## config.mk

```make
export PLATFORM = sky130hd
export DESIGN_NAME = port_io_cells
export DESIGN_NICKNAME = d
export VERILOG_FILES = /design/src/inc/port_io_pkg.sv /design/src/port_io_cells.sv
export SDC_FILE = /design/constraint.sdc
export NUM_CORES = 1
export LEC_CHECK = 0
export BUFFER_PORTS_ARGS = -buffer_cell sky130_fd_sc_hd__buf_4
export CORE_MARGIN = 2
export CORE_UTILIZATION = 55
export DETAILED_ROUTE_END_ITERATION = 6
export PLACE_DENSITY = 0.91
export RECOVER_POWER = 25
export SLEW_MARGIN = 10
export SYNTH_ARGS = -nofsm -noshare
export SYNTH_HDL_FRONTEND = slang
export SYNTH_SLANG_ARGS = --single-unit
export TNS_END_PERCENT = 10
```

## constraint.sdc

```tcl
create_clock -name REF_CLK_I -period 4.8 [get_ports REF_CLK_I]
set_input_delay 0.24 -clock REF_CLK_I [delete_from_list [all_inputs] [get_ports REF_CLK_I]]
set_output_delay 0.24 -clock REF_CLK_I [all_outputs]
set_load 0.005 [all_outputs]
```

## src/inc/port_io_pkg.sv

```systemverilog
/*
  Shared constants for the port I/O cell block: register byte offsets,
  field positions, reset values and pin numbering.
  Assumes a 32-bit AHB-Lite bus with one aligned word per register.
*/
`default_nettype none

package port_io_pkg;

  // ----------------------------------------------------------------
  // pin numbering
  // ----------------------------------------------------------------
  localparam int NUM_PINS = 16;         // P0.0-P0.7, P1.0-P1.6, P2.7
  localparam int NUM_MIXED = 15;        // pins 0..14 may be analog or digital
  localparam int DEBUG_PIN = 15;        // P2.7, shared with debug data line
  localparam int NUM_CHAN = 4;          // peripheral channels on the pin switch
  localparam int CHAN_W = 2;

  // ----------------------------------------------------------------
  // register byte offsets
  // ----------------------------------------------------------------
  localparam logic [7:0] OFS_ANALOG_DIGITAL = 8'h00;
  localparam logic [7:0] OFS_OUTPUT_MODE = 8'h04;
  localparam logic [7:0] OFS_OUTPUT_LATCH = 8'h08;
  localparam logic [7:0] OFS_DRIVE_STRENGTH = 8'h0c;
  localparam logic [7:0] OFS_CONTROL = 8'h10;
  localparam logic [7:0] OFS_PIN_READ = 8'h14;
  localparam logic [7:0] OFS_SWITCH_SKIP = 8'h18;
  localparam logic [7:0] OFS_CHAN_ENABLE = 8'h1c;
  localparam logic [7:0] OFS_CLAIMED = 8'h20;

  // ----------------------------------------------------------------
  // control register fields
  // ----------------------------------------------------------------
  localparam int CTRL_SWITCH_EN_BIT = 0;   // pin_switch_enable
  localparam int CTRL_PULLUP_DIS_BIT = 1;  // global_pullup_disable

  // ----------------------------------------------------------------
  // reset values
  // ----------------------------------------------------------------
  localparam logic [15:0] RST_ANALOG_DIGITAL = 16'hffff;  // all digital
  localparam logic [15:0] RST_OUTPUT_MODE = 16'h0000;     // open-drain
  localparam logic [15:0] RST_OUTPUT_LATCH = 16'hffff;    // released
  localparam logic [15:0] RST_DRIVE_STRENGTH = 16'h0000;  // low drive
  localparam logic [1:0] RST_CONTROL = 2'h0;
  localparam logic [15:0] RST_SWITCH_SKIP = 16'h0000;
  localparam logic [3:0] RST_CHAN_ENABLE = 4'h0;

  // ----------------------------------------------------------------
  // AHB-Lite codes
  // ----------------------------------------------------------------
  localparam logic [1:0] HTRANS_NONSEQ = 2'h2;
  localparam logic [1:0] HTRANS_SEQ = 2'h3;
  localparam logic HRESP_OKAY = 1'h0;

endpackage

`default_nettype wire

```

## src/port_io_cells.sv

```systemverilog
/*
  Port I/O cell control for sixteen pins, with a small priority pin switch
  and an AHB-Lite register slave.
  Assumes pads outside resolve level from PAD_OUT_O / PAD_OE_N_O / pull-up
  enable, and that all inputs are synchronous to REF_CLK_I.
*/
// Added by the designer: the AHB-Lite interface to the registers and the register offsets.
`timescale 1ns/1ps
`default_nettype none

module port_io_cells (
  // clock and reset
  input wire logic REF_CLK_I,
  input wire logic SYS_RST_I,
  // ahb-lite slave
  input wire logic HSEL_I,
  input wire logic [31:0] HADDR_I,
  input wire logic [1:0] HTRANS_I,
  input wire logic HWRITE_I,
  input wire logic [2:0] HSIZE_I,
  input wire logic [31:0] HWDATA_I,
  input wire logic HREADY_I,
  output logic [31:0] HRDATA_O,
  output logic HREADYOUT_O,
  output logic HRESP_O,
  // pads
  input wire logic [15:0] PAD_IN_I,
  output logic [15:0] PAD_OUT_O,
  output logic [15:0] PAD_OE_N_O,
  output logic [15:0] PAD_PULLUP_EN_O,
  output logic [15:0] PAD_RX_EN_O,
  output logic [15:0] PAD_DRIVE_HIGH_O,
  // peripheral channels on the pin switch
  input wire logic [3:0] PERIPH_OUT_I,
  output logic [3:0] PERIPH_IN_O,
  // debug data line sharing P2.7
  input wire logic DEBUG_WIRE_DATA_LINE_OE_I,
  input wire logic DEBUG_WIRE_DATA_LINE_OUT_I,
  output logic DEBUG_WIRE_DATA_LINE_IN_O
);

  // ----------------------------------------------------------------
  // helpers
  // ----------------------------------------------------------------

  // index of the lowest set bit, used by the pin switch scan
  function automatic logic [1:0] lowest_bit(input logic [3:0] v);
    logic [1:0] idx;
    idx = 2'h0;
    for (int k = 3; k >= 0; k--) begin
      if (v[k]) begin
        idx = k[1:0];
      end
    end
    return idx;
  endfunction

  // ----------------------------------------------------------------
  // state
  // ----------------------------------------------------------------
  logic [15:0] pin_analog_digital_select;
  logic [15:0] pin_output_mode_select;
  logic [15:0] output_latch;
  logic [15:0] pin_drive_strength_select;
  logic pin_switch_enable;
  logic global_pullup_disable;
  logic [15:0] switch_skip;
  logic [3:0] chan_enable;
  logic [15:0] pin_read;

  logic [15:0] next_pin_analog_digital_select;
  logic [15:0] next_pin_output_mode_select;
  logic [15:0] next_output_latch;
  logic [15:0] next_pin_drive_strength_select;
  logic next_pin_switch_enable;
  logic next_global_pullup_disable;
  logic [15:0] next_switch_skip;
  logic [3:0] next_chan_enable;
  logic [15:0] next_pin_read;

  logic dphase_write;
  logic [7:0] dphase_addr;
  logic [31:0] rdata;
  logic next_dphase_write;
  logic [7:0] next_dphase_addr;
  logic [31:0] next_rdata;

  logic [15:0] pad_out;
  logic [15:0] pad_oe_n;
  logic [15:0] pad_pullup;
  logic [15:0] pad_rx;
  logic [15:0] pad_strong;
  logic [3:0] periph_in;
  logic debug_in;
  logic [15:0] next_pad_out;
  logic [15:0] next_pad_oe_n;
  logic [15:0] next_pad_pullup;
  logic [15:0] next_pad_rx;
  logic [15:0] next_pad_strong;
  logic [3:0] next_periph_in;
  logic next_debug_in;

  // pin switch results
  logic [15:0] claimed;
  logic [1:0] claim_chan [16];
  logic [15:0] digital;

  // ----------------------------------------------------------------
  // pin switch: enabled channels, lowest first, take the lowest
  // unskipped digital pins; P2.7 is never offered, it stays GPIO
  // ----------------------------------------------------------------
  always_comb begin
    logic [3:0] remaining;
    remaining = chan_enable;
    claimed = 16'h0000;
    for (int p = 0; p < port_io_pkg::NUM_PINS; p++) begin
      claim_chan[p] = 2'h0;
    end
    for (int p = 0; p < port_io_pkg::NUM_MIXED; p++) begin
      if (!switch_skip[p] && digital[p] && remaining != 4'h0) begin
        claimed[p] = 1'b1;
        claim_chan[p] = lowest_bit(remaining);
        remaining[lowest_bit(remaining)] = 1'b0;
      end
    end
  end

  // P2.7 has no analog path, so its select bit is forced digital
  assign digital = {1'b1, pin_analog_digital_select[14:0]};

  // ----------------------------------------------------------------
  // pad cell next values
  // ----------------------------------------------------------------
  always_comb begin
    logic val;
    logic drive_low;
    logic drive_high;
    val = 1'b0;
    drive_low = 1'b0;
    drive_high = 1'b0;
    next_periph_in = 4'h0;
    for (int p = 0; p < port_io_pkg::NUM_PINS; p++) begin
      val = claimed[p] ? PERIPH_OUT_I[claim_chan[p]] : output_latch[p];
      // open-drain never drives high and nothing drives until switch on, except the debugger on P2.7
      drive_low = pin_switch_enable && !val;
      drive_high = pin_switch_enable && val && pin_output_mode_select[p];
      if (p == port_io_pkg::DEBUG_PIN && DEBUG_WIRE_DATA_LINE_OE_I) begin
        // debugger owns the pad while it drives the shared line
        drive_low = !DEBUG_WIRE_DATA_LINE_OUT_I;
        drive_high = DEBUG_WIRE_DATA_LINE_OUT_I;
      end
      next_pad_out[p] = drive_high;
      next_pad_oe_n[p] = !(drive_low || drive_high);
      // pull-up only on digital cells not pulled low and not disabled
      next_pad_pullup[p] = digital[p] && !drive_low && !global_pullup_disable;
      next_pad_rx[p] = digital[p];
      next_pad_strong[p] = pin_drive_strength_select[p];
      // analog pins read zero, digital pins read the pad itself
      next_pin_read[p] = PAD_IN_I[p] && digital[p];
      if (claimed[p]) begin
        next_periph_in[claim_chan[p]] = PAD_IN_I[p];
      end
    end
    next_debug_in = PAD_IN_I[port_io_pkg::DEBUG_PIN];
  end

  // pad cell registers; reset leaves every cell released and pulled up
  always_ff @(posedge REF_CLK_I) begin
    if (SYS_RST_I) begin
      pad_out <= 16'h0000;
      pad_oe_n <= 16'hffff;
      pad_pullup <= 16'hffff;
      pad_rx <= 16'hffff;
      pad_strong <= 16'h0000;
      periph_in <= 4'h0;
      debug_in <= 1'b0;
      pin_read <= 16'h0000;
    end else begin
      pad_out <= next_pad_out;
      pad_oe_n <= next_pad_oe_n;
      pad_pullup <= next_pad_pullup;
      pad_rx <= next_pad_rx;
      pad_strong <= next_pad_strong;
      periph_in <= next_periph_in;
      debug_in <= next_debug_in;
      pin_read <= next_pin_read;
    end
  end

  assign PAD_OUT_O = pad_out;
  assign PAD_OE_N_O = pad_oe_n;
  assign PAD_PULLUP_EN_O = pad_pullup;
  assign PAD_RX_EN_O = pad_rx;
  assign PAD_DRIVE_HIGH_O = pad_strong;
  assign PERIPH_IN_O = periph_in;
  assign DEBUG_WIRE_DATA_LINE_IN_O = debug_in;

  // ----------------------------------------------------------------
  // ahb-lite slave: zero wait states, read data fetched in the
  // address phase, writes applied in the data phase
  // ----------------------------------------------------------------
  always_comb begin
    logic take;
    take = HSEL_I && HREADY_I && (HTRANS_I == port_io_pkg::HTRANS_NONSEQ ||
                                  HTRANS_I == port_io_pkg::HTRANS_SEQ);
    // writes outside the low 256 bytes are dropped, like the reads
    next_dphase_write = take && HWRITE_I && HADDR_I[31:8] == 24'h000000;
    next_dphase_addr = take ? HADDR_I[7:0] : dphase_addr;
    next_rdata = 32'h0000_0000;
    // unmapped offsets read zero; a read right after a write to the same
    // word sees the old value because the fetch precedes the write
    if (take && !HWRITE_I && HADDR_I[31:8] == 24'h000000) begin
      unique case (HADDR_I[7:0])
        port_io_pkg::OFS_ANALOG_DIGITAL: next_rdata = {16'h0000, digital};
        port_io_pkg::OFS_OUTPUT_MODE: next_rdata = {16'h0000, pin_output_mode_select};
        port_io_pkg::OFS_OUTPUT_LATCH: next_rdata = {16'h0000, output_latch};
        port_io_pkg::OFS_DRIVE_STRENGTH: next_rdata = {16'h0000, pin_drive_strength_select};
        port_io_pkg::OFS_CONTROL: next_rdata = {30'h0000_0000, global_pullup_disable,
                                                pin_switch_enable};
        port_io_pkg::OFS_PIN_READ: next_rdata = {16'h0000, pin_read};
        port_io_pkg::OFS_SWITCH_SKIP: next_rdata = {16'h0000, switch_skip};
        port_io_pkg::OFS_CHAN_ENABLE: next_rdata = {28'h0000000, chan_enable};
        port_io_pkg::OFS_CLAIMED: next_rdata = {16'h0000, claimed};
        default: next_rdata = 32'h0000_0000;
      endcase
    end
  end

  always_ff @(posedge REF_CLK_I) begin
    if (SYS_RST_I) begin
      dphase_write <= 1'b0;
      dphase_addr <= 8'h00;
      rdata <= 32'h0000_0000;
    end else begin
      dphase_write <= next_dphase_write;
      dphase_addr <= next_dphase_addr;
      rdata <= next_rdata;
    end
  end

  assign HRDATA_O = rdata;
  assign HREADYOUT_O = 1'b1;
  assign HRESP_O = port_io_pkg::HRESP_OKAY;

  // ----------------------------------------------------------------
  // configuration registers
  // ----------------------------------------------------------------
  always_comb begin
    next_pin_analog_digital_select = pin_analog_digital_select;
    next_pin_output_mode_select = pin_output_mode_select;
    next_output_latch = output_latch;
    next_pin_drive_strength_select = pin_drive_strength_select;
    next_pin_switch_enable = pin_switch_enable;
    next_global_pullup_disable = global_pullup_disable;
    next_switch_skip = switch_skip;
    next_chan_enable = chan_enable;
    if (dphase_write) begin
      unique case (dphase_addr)
        port_io_pkg::OFS_ANALOG_DIGITAL: next_pin_analog_digital_select = HWDATA_I[15:0];
        port_io_pkg::OFS_OUTPUT_MODE: next_pin_output_mode_select = HWDATA_I[15:0];
        port_io_pkg::OFS_OUTPUT_LATCH: next_output_latch = HWDATA_I[15:0];
        port_io_pkg::OFS_DRIVE_STRENGTH: next_pin_drive_strength_select = HWDATA_I[15:0];
        port_io_pkg::OFS_CONTROL: begin
          next_pin_switch_enable = HWDATA_I[port_io_pkg::CTRL_SWITCH_EN_BIT];
          next_global_pullup_disable = HWDATA_I[port_io_pkg::CTRL_PULLUP_DIS_BIT];
        end
        port_io_pkg::OFS_SWITCH_SKIP: next_switch_skip = HWDATA_I[15:0];
        port_io_pkg::OFS_CHAN_ENABLE: next_chan_enable = HWDATA_I[3:0];
        default: next_chan_enable = chan_enable;
      endcase
    end
  end

  always_ff @(posedge REF_CLK_I) begin
    if (SYS_RST_I) begin
      pin_analog_digital_select <= port_io_pkg::RST_ANALOG_DIGITAL;
      pin_output_mode_select <= port_io_pkg::RST_OUTPUT_MODE;
      output_latch <= port_io_pkg::RST_OUTPUT_LATCH;
      pin_drive_strength_select <= port_io_pkg::RST_DRIVE_STRENGTH;
      pin_switch_enable <= port_io_pkg::RST_CONTROL[port_io_pkg::CTRL_SWITCH_EN_BIT];
      global_pullup_disable <= port_io_pkg::RST_CONTROL[port_io_pkg::CTRL_PULLUP_DIS_BIT];
      switch_skip <= port_io_pkg::RST_SWITCH_SKIP;
      chan_enable <= port_io_pkg::RST_CHAN_ENABLE;
    end else begin
      pin_analog_digital_select <= next_pin_analog_digital_select;
      pin_output_mode_select <= next_pin_output_mode_select;
      output_latch <= next_output_latch;
      pin_drive_strength_select <= next_pin_drive_strength_select;
      pin_switch_enable <= next_pin_switch_enable;
      global_pullup_disable <= next_global_pullup_disable;
      switch_skip <= next_switch_skip;
      chan_enable <= next_chan_enable;
    end
  end

endmodule

`default_nettype wire

```

# [Yosys cells after proc, flatten, opt, wreduce, memory -nomap -nowiden]
# Index checks and enable logic that the tools add are counted.
[word_totals] input_bits=96 output_inout_bits=119 regBits=227 word_cells=645
[op_classes] eq_ne=16 magnitude_cmp=58 reduce_logical=268 bitwise=30 mux=253
[op_table] cell="2-bit 2-to-1 mux" n=89
[op_table] cell="1-bit logical AND" n=159
[op_table] cell="16-bit one-hot mux with 9 select lines" n=1
[op_table] cell="4-bit 2-to-1 mux" n=29
[op_table] cell="2-bit by 3-bit < comparator with 1-bit output (second input constant)" n=29
[op_table] cell="1-bit 2-to-1 mux" n=76
[op_table] cell="1-bit logical NOT" n=66
[op_table] cell="4-bit bitwise AND" n=15
[op_table] cell="4-bit nonzero test" n=15
[op_table] cell="1-bit demux with 2-bit select" n=29
[op_table] cell="2-bit by 1-bit greater-or-equal comparator with 1-bit output (second input constant)" n=29
[op_table] cell="4-bit bitwise mux" n=14
[op_table] cell="8-bit by 5-bit equality test with 1-bit output (second input constant)" n=7
[op_table] cell="4-bit NOT" n=14
[op_table] cell="8-bit by 4-bit equality test with 1-bit output (second input constant)" n=4
[op_table] cell="1-bit binary-select mux with 2-bit select" n=15
[op_table] cell="24-bit logical NOT" n=1
[op_table] cell="1-bit logical OR" n=17
[op_table] cell="8-bit by 3-bit equality test with 1-bit output (second input constant)" n=2
[op_table] cell="8-bit logical NOT" n=2
[op_table] cell="2-bit AND reduction" n=7
[op_table] cell="8-bit by 6-bit equality test with 1-bit output (second input constant)" n=1
[op_table] cell="2-bit equality test (second input constant)" n=2
[op_table] cell="2-bit OR reduction" n=1
[op_table] cell="1-bit NOT" n=1

# [Depth between registers and ports, before layout]
[logic_depth] depth_word=181 depth_mapped=19 mapped_depth_nobuf=15

# [Worst setup path before layout]
# No wires, ideal clock.
[synth_timing] path_type="flip-flop to flip-flop" from="register pin_analog_digital_select[0]" to="register pad_pullup[10] (netlist: PAD_PULLUP_EN_O[10])" slack_ns=0.385 path_buffers=3 stages_incl_launch_ff=19 arrival_ns=4.299 path_cell_list="dfxtp_1 -> nand2b_1 -> buf_4 -> or4_4 -> a311o_1 -> buf_6 -> a2111oi_4 -> nor3_2 -> a221o_1 -> o21ai_1 -> nand4_1 -> o21ai_2 -> buf_4 -> nor2_1 -> o31a_1 -> o31ai_1 -> mux2i_1 -> nand2_1 -> a31o_2"
[synth_between] elab_chain_len=124 elab_cells_between_ends=154 classes_between="order compare: 18; mux: 82; bitwise: 18; reduce/logical: 36"
[synth_lines] item="start: declaration" line_no="port_io_cells.sv:61" rtl="logic [15:0] pin_analog_digital_select;"
[synth_lines] item="start signal: assignment" line_no="port_io_cells.sv:276" rtl="pin_analog_digital_select <= port_io_pkg::RST_ANALOG_DIGITAL;"
[synth_lines] item="start signal: assignment" line_no="port_io_cells.sv:285" rtl="pin_analog_digital_select <= next_pin_analog_digital_select;"
[synth_lines] item="1-bit logical AND * (2 in a row)" line_no="port_io_cells.sv:120" rtl="if (!switch_skip[p] && digital[p] && remaining != 4'h0) begin"
[synth_lines] item="4-bit 2-to-1 mux *" line_no="port_io_cells.sv:120"
[synth_lines] item="2-bit 2-to-1 mux (4 in a row)" line_no="port_io_cells.sv:51" rtl="if (v[k]) begin"
[synth_lines] item="2-bit 2-to-1 mux" line_no="port_io_cells.sv:120"
[synth_lines] item="2-bit by 3-bit < comparator with 1-bit output (implied by the code) or 2-bit by 1-bit greater-or-equal comparator with 1-bit output (tied branches)" line_no="port_io_cells.sv:123" rtl="remaining[lowest_bit(remaining)] = 1'b0;"
[synth_lines] item="1-bit logical AND (implied by the code)" line_no="port_io_cells.sv:123"
[synth_lines] item="1-bit 2-to-1 mux (implied by the code)" line_no="port_io_cells.sv:123"
[synth_lines] item="1-bit demux with 2-bit select" line_no="port_io_cells.sv:123"
[synth_lines] item="(+103 left out)"
[synth_lines] item="2-bit 2-to-1 mux" line_no="port_io_cells.sv:120"
[synth_lines] item="1-bit binary-select mux with 2-bit select" line_no="port_io_cells.sv:143" rtl="val = claimed[p] ? PERIPH_OUT_I[claim_chan[p]] : output_latch[p];"
[synth_lines] item="1-bit 2-to-1 mux (implied by the code)" line_no="port_io_cells.sv:143"
[synth_lines] item="1-bit 2-to-1 mux *" line_no="port_io_cells.sv:143"
[synth_lines] item="1-bit logical NOT *" line_no="port_io_cells.sv:145" rtl="drive_low = pin_switch_enable && !val;"
[synth_lines] item="1-bit logical AND *" line_no="port_io_cells.sv:145"
[synth_lines] item="1-bit logical NOT *" line_no="port_io_cells.sv:155" rtl="next_pad_pullup[p] = digital[p] && !drive_low && !global_pullup_disable;"
[synth_lines] item="1-bit logical AND * (2 in a row)" line_no="port_io_cells.sv:155"
[synth_lines] item="end signal: assignment" line_no="port_io_cells.sv:181" rtl="pad_pullup <= next_pad_pullup;"
[synth_lines] item="end: declaration" line_no="port_io_cells.sv:90" rtl="logic [15:0] pad_pullup;"
# Mark *: on every way between the ends. The rest lies on a longest branch, timed or not. The select of a mux whose other input is x is not followed.
# A chain may end at the register's enable or synchronous reset.

# [Final worst setup path]
[layout_timing] from="register pin_analog_digital_select[0]" to="register pad_oe_n[11] (netlist: PAD_OE_N_O[11])"
[layout_between] elab_chain_len=135 elab_cells_between_ends=170 classes_between="order compare: 20; mux: 90; bitwise: 20; reduce/logical: 40"
[layout_lines] item="1-bit logical AND * (2 in a row)" line_no="port_io_cells.sv:120"
[layout_lines] item="4-bit 2-to-1 mux *" line_no="port_io_cells.sv:120"
[layout_lines] item="2-bit 2-to-1 mux (4 in a row)" line_no="port_io_cells.sv:51"
[layout_lines] item="2-bit 2-to-1 mux" line_no="port_io_cells.sv:120"
[layout_lines] item="2-bit by 3-bit < comparator with 1-bit output (implied by the code) or 2-bit by 1-bit greater-or-equal comparator with 1-bit output (tied branches)" line_no="port_io_cells.sv:123"
[layout_lines] item="1-bit logical AND (implied by the code)" line_no="port_io_cells.sv:123"
[layout_lines] item="1-bit 2-to-1 mux (implied by the code)" line_no="port_io_cells.sv:123"
[layout_lines] item="1-bit demux with 2-bit select" line_no="port_io_cells.sv:123"
[layout_lines] item="(+115 left out)"
[layout_lines] item="2-bit 2-to-1 mux" line_no="port_io_cells.sv:120"
[layout_lines] item="1-bit binary-select mux with 2-bit select" line_no="port_io_cells.sv:143"
[layout_lines] item="1-bit 2-to-1 mux (implied by the code)" line_no="port_io_cells.sv:143"
[layout_lines] item="1-bit 2-to-1 mux *" line_no="port_io_cells.sv:143"
[layout_lines] item="1-bit logical NOT or 1-bit logical AND (tied branches)" line_no="port_io_cells.sv:145, port_io_cells.sv:146"
[layout_lines] item="1-bit logical AND, on equally long branches" line_no="port_io_cells.sv:145, port_io_cells.sv:146"
[layout_lines] item="1-bit logical OR *" line_no="port_io_cells.sv:153" rtl="next_pad_oe_n[p] = !(drive_low || drive_high);"
[layout_lines] item="1-bit logical NOT *" line_no="port_io_cells.sv:153"
[layout_lines] item="end signal: assignment" line_no="port_io_cells.sv:180" rtl="pad_oe_n <= next_pad_oe_n;"
[layout_lines] item="end: declaration" line_no="port_io_cells.sv:89" rtl="logic [15:0] pad_oe_n;"
# Marked as above.

==> flow_summary.ini <==
[status]
outcome = complete, no violations

[critical_path]
cpPeakStageDelay_ns = 0.47
required_ns = 5.22
path_max_fanout = 6
worstRegToRegCells = 19
criticalPathCategory = reg2reg
r2r_slack_ns = 0.02
worstPathArrival_ns = 5.21
path_buf_inv = 5
cp_common_cell = buf_4
startpoint_type = register
crit_path_start = pin_analog_digital_select[0]
end_kind = register
r2r_start = pin_analog_digital_select[0]
reg2reg_to = PAD_OE_N_O[11]
crit_family = compound AO/OA/AOI/OAI gates
crit_chain = nor2b_2 > maj3_1 > a21oi_1 > o21ai_4 > maj3_1 > a41o_2 > o2bb2ai_2 > nand4_1 > o21ai_4 > buf_6 > nor3_4 > buf_12 > buf_4 > buf_4 > a32oi_4 > mux2i_1 > o211ai_1 > buf_4 > o21ai_1
cp.depth = 19
slowest_stage = maj3_1

[clocking]
cts-root-buf = clkbuf_16
cts.sink_count = 209
cts_made_buffers = 22
htreeDepth = 1
max-clock-path-buffers = 3
cts_tree = built
clk_latency_ns = 0.52
clk_pin_slew_worst_paths_ns = 0.07

[placement]
dp_cells = 1942
hpwl_um = 32300
gp_congestion = 0.966
io_buffers = 175

[synth]
synth_cells = 1455
yosysSeqAreaShare = 0.372
postSynth.asyncResetShare = 0
yosysWarnings = 0
synth-seq-cells = 209
netlist_area_um2 = 11300
synth_area_per_cell_um2 = 7.74
synth_flop_cell = dfxtp_1
synth-edff-count = 0
synth_cell_types = 100

[floorplanning]
dieWidth_um = 147
pin_count = 215
coreArea_um2 = 20200
die_area_um2 = 21600
rows = 52
die_h_um = 147
initial_utilization = 0.558

[worst_hold_path]
whs_endpoint = pin_read[7]
worstHoldStart = PAD_IN_I[7]
worstHoldPathType = in2reg
hold_depth = 3

[sta]
slew_violations = 0
timing.slew.headroom = 0.189
finalSetupViolCount = 0
max_freq_mhz = 209
skew_ns = 0.0298
worstMarginPinSlew_ns = 1.21
tns_ns = 0
rsz0062_at_grt = yes
finalCritPeriodShare = 0.997
period_needed_ns = 4.78
finalHoldViolations = 0
hold-worst-slack_ns = 0.00741

[global_routing]
grt_usage = 0.403
grt_max_degree = 88
grt_pass1_vias = 12300
antenna_found_initial = 1
grt_pass1_wl_um = 69000
grt_overflow = 0

[route]
drc = 0
drtPass1Iterations = 7
drt-total-wl_um = 46300
ant_nets = 0
dr_total_vias = 13100
via_per_inst = 6.50
drt_iter0_markers = 2069
wl_per_cell_um = 23.0

[power]
totalPowerFinal_w = 0.00377
max-vdd-ir-drop_mv = 0.311
p_per_area_nw_per_um2 = 255
p_leak_nw = 5.82

[finish]
layout-drive-gt1-share = 0.272
fill_cells = 1484
regArea_um2 = 4190
antenna_cells = 0
num-nets-final = 1818
multiInputGateArea_um2 = 6870
syn2layout_area_growth_pct = 31.2
stdcell_count = 2007
final_cell_mix = nand2_1, buf_4, dfxtp_1, a21oi_1, nor2_1
layout_commonest_cell = nand2_1

[job]
maxCapViolations = 0
==> metrics by stage <==
stage | util | cell area (um^2) | setup WS [ns]
after floorplan | - | 11300 | 0.385
after global placement | 0.669 | 13500 | 0.103
after detailed placement | 0.669 | 13500 | -0.109
after CTS | 0.713 | 14400 | 0.00888
after global routing | 0.732 | 14800 | -0.0918
final | 0.732 | 14800 | 0.0164
==> registers in the layout (all words and copies together) (netlist names), 4 cells and up <==
| name | flops |
|---|---|
| PAD_PULLUP_EN_O | 16 |
| switch_skip | 16 |
| PAD_OUT_O | 16 |
| PERIPH_IN_O | 4 |
| chan_enable | 4 |
| pin_output_mode_select | 16 |
| PAD_OE_N_O | 16 |
| HRDATA_O | 16 |
| pin_analog_digital_select | 15 |
| dphase_addr | 8 |
| pin_read | 16 |
| output_latch | 16 |
| next_pad_strong | 16 |
| PAD_DRIVE_HIGH_O | 16 |
| PAD_RX_EN_O | 15 |
==> synthesized netlist by cell type (all sizes together), types with 5 or more instances <==
cell type,count,area (um^2)
o211ai,17,133
or2,20,125
mux2i,44,440
and3,9,56.3
a2111oi,6,90.1
nand3b,13,97.6
nand3,36,198
nor3,26,163
a221oi,11,96.3
a31oi,26,169
clkbuf,76,287
nor4,17,143
a41oi,6,52.6
nand2b,18,113
o221ai,5,61.3
and2,7,43.8
o22ai,14,100
a311oi,8,82.6
maj3,10,103
nor2b,38,238
a31o,15,131
dfxtp,209,4180
inv,14,52.6
a211oi,9,77.6
nand2,296,1110
a21oi,135,679
a22oi,18,135
or3,6,37.5
o31ai,6,50.1
a21o,8,60.1
nor2,128,480
buf,37,251
o2111ai,6,58.8
mux2,9,101
nand4,15,93.8
o21ai,73,380
==> layer usage <==
layer | track usage | share of wire | vias to the layer above
li1 | - | - | 5722
met2 | 0.631 | 0.44 | 1079
met5 | 0 | 0 | -
met1 | 0.542 | 0.38 | 6058
met3 | 0.0839 | 0.13 | 194
met4 | 0.170 | 0.044 | 0
==> tightest hold or removal path: stages <==
cell and delay, ns:
buf_4 0.14, nand2_1 0.06, nor2_1 0.04
==> logic make-up after synthesis <==
kind of cell,synth area share
adders and majority gates,0.00912
muxes,0.0481
AOI/OAI and AO/OA,0.244
and+or+nand+nor,0.271
xor gates and xnor gates,0.00311
DFF,0.372
buffers and inverters,0.0525
other,0.000667
==> power breakdown <==
part           internal [W]  switching [W]
sequential          0.00174     0.00000623
clock               0.00110       0.000714
combinational     0.0000752       0.000123
total               0.00292       0.000844
==> cell type report <==
cell class / count / area share
clock buffer: 32 / 0.0440
clock inverter: 7 / 0.00796
inverter: 14 / 0.00356
multi-input combinational: 1136 / 0.465
sequential: 209 / 0.284
tap: 270 / 0.0229
timing repair buffer: 339 / 0.173
==> repair_timing <==
| action | CTS | global route |
|---|---|---|
| pin swaps | 2 | 33 |
| setup endpoints to repair | 5 | 24 |
| hold buffers | 9 | 0 |
| resized for setup | 4 | 62 |
| endpoints found under the hold margin | 9 | 0 |
| buffers inserted | 1 | 16 |
==> worst max path at each step <==
stage,endpoint
6_report,PAD_OE_N_O[11]
5_1_grt,PAD_OE_N_O[11]
4_1_cts,PAD_OE_N_O[13]
2_1_floorplan,PAD_PULLUP_EN_O[10]
3_3_place_gp,PAD_PULLUP_EN_O[10]
3_5_place_dp,PAD_OE_N_O[13]
(Power assumes the default switching activity.)
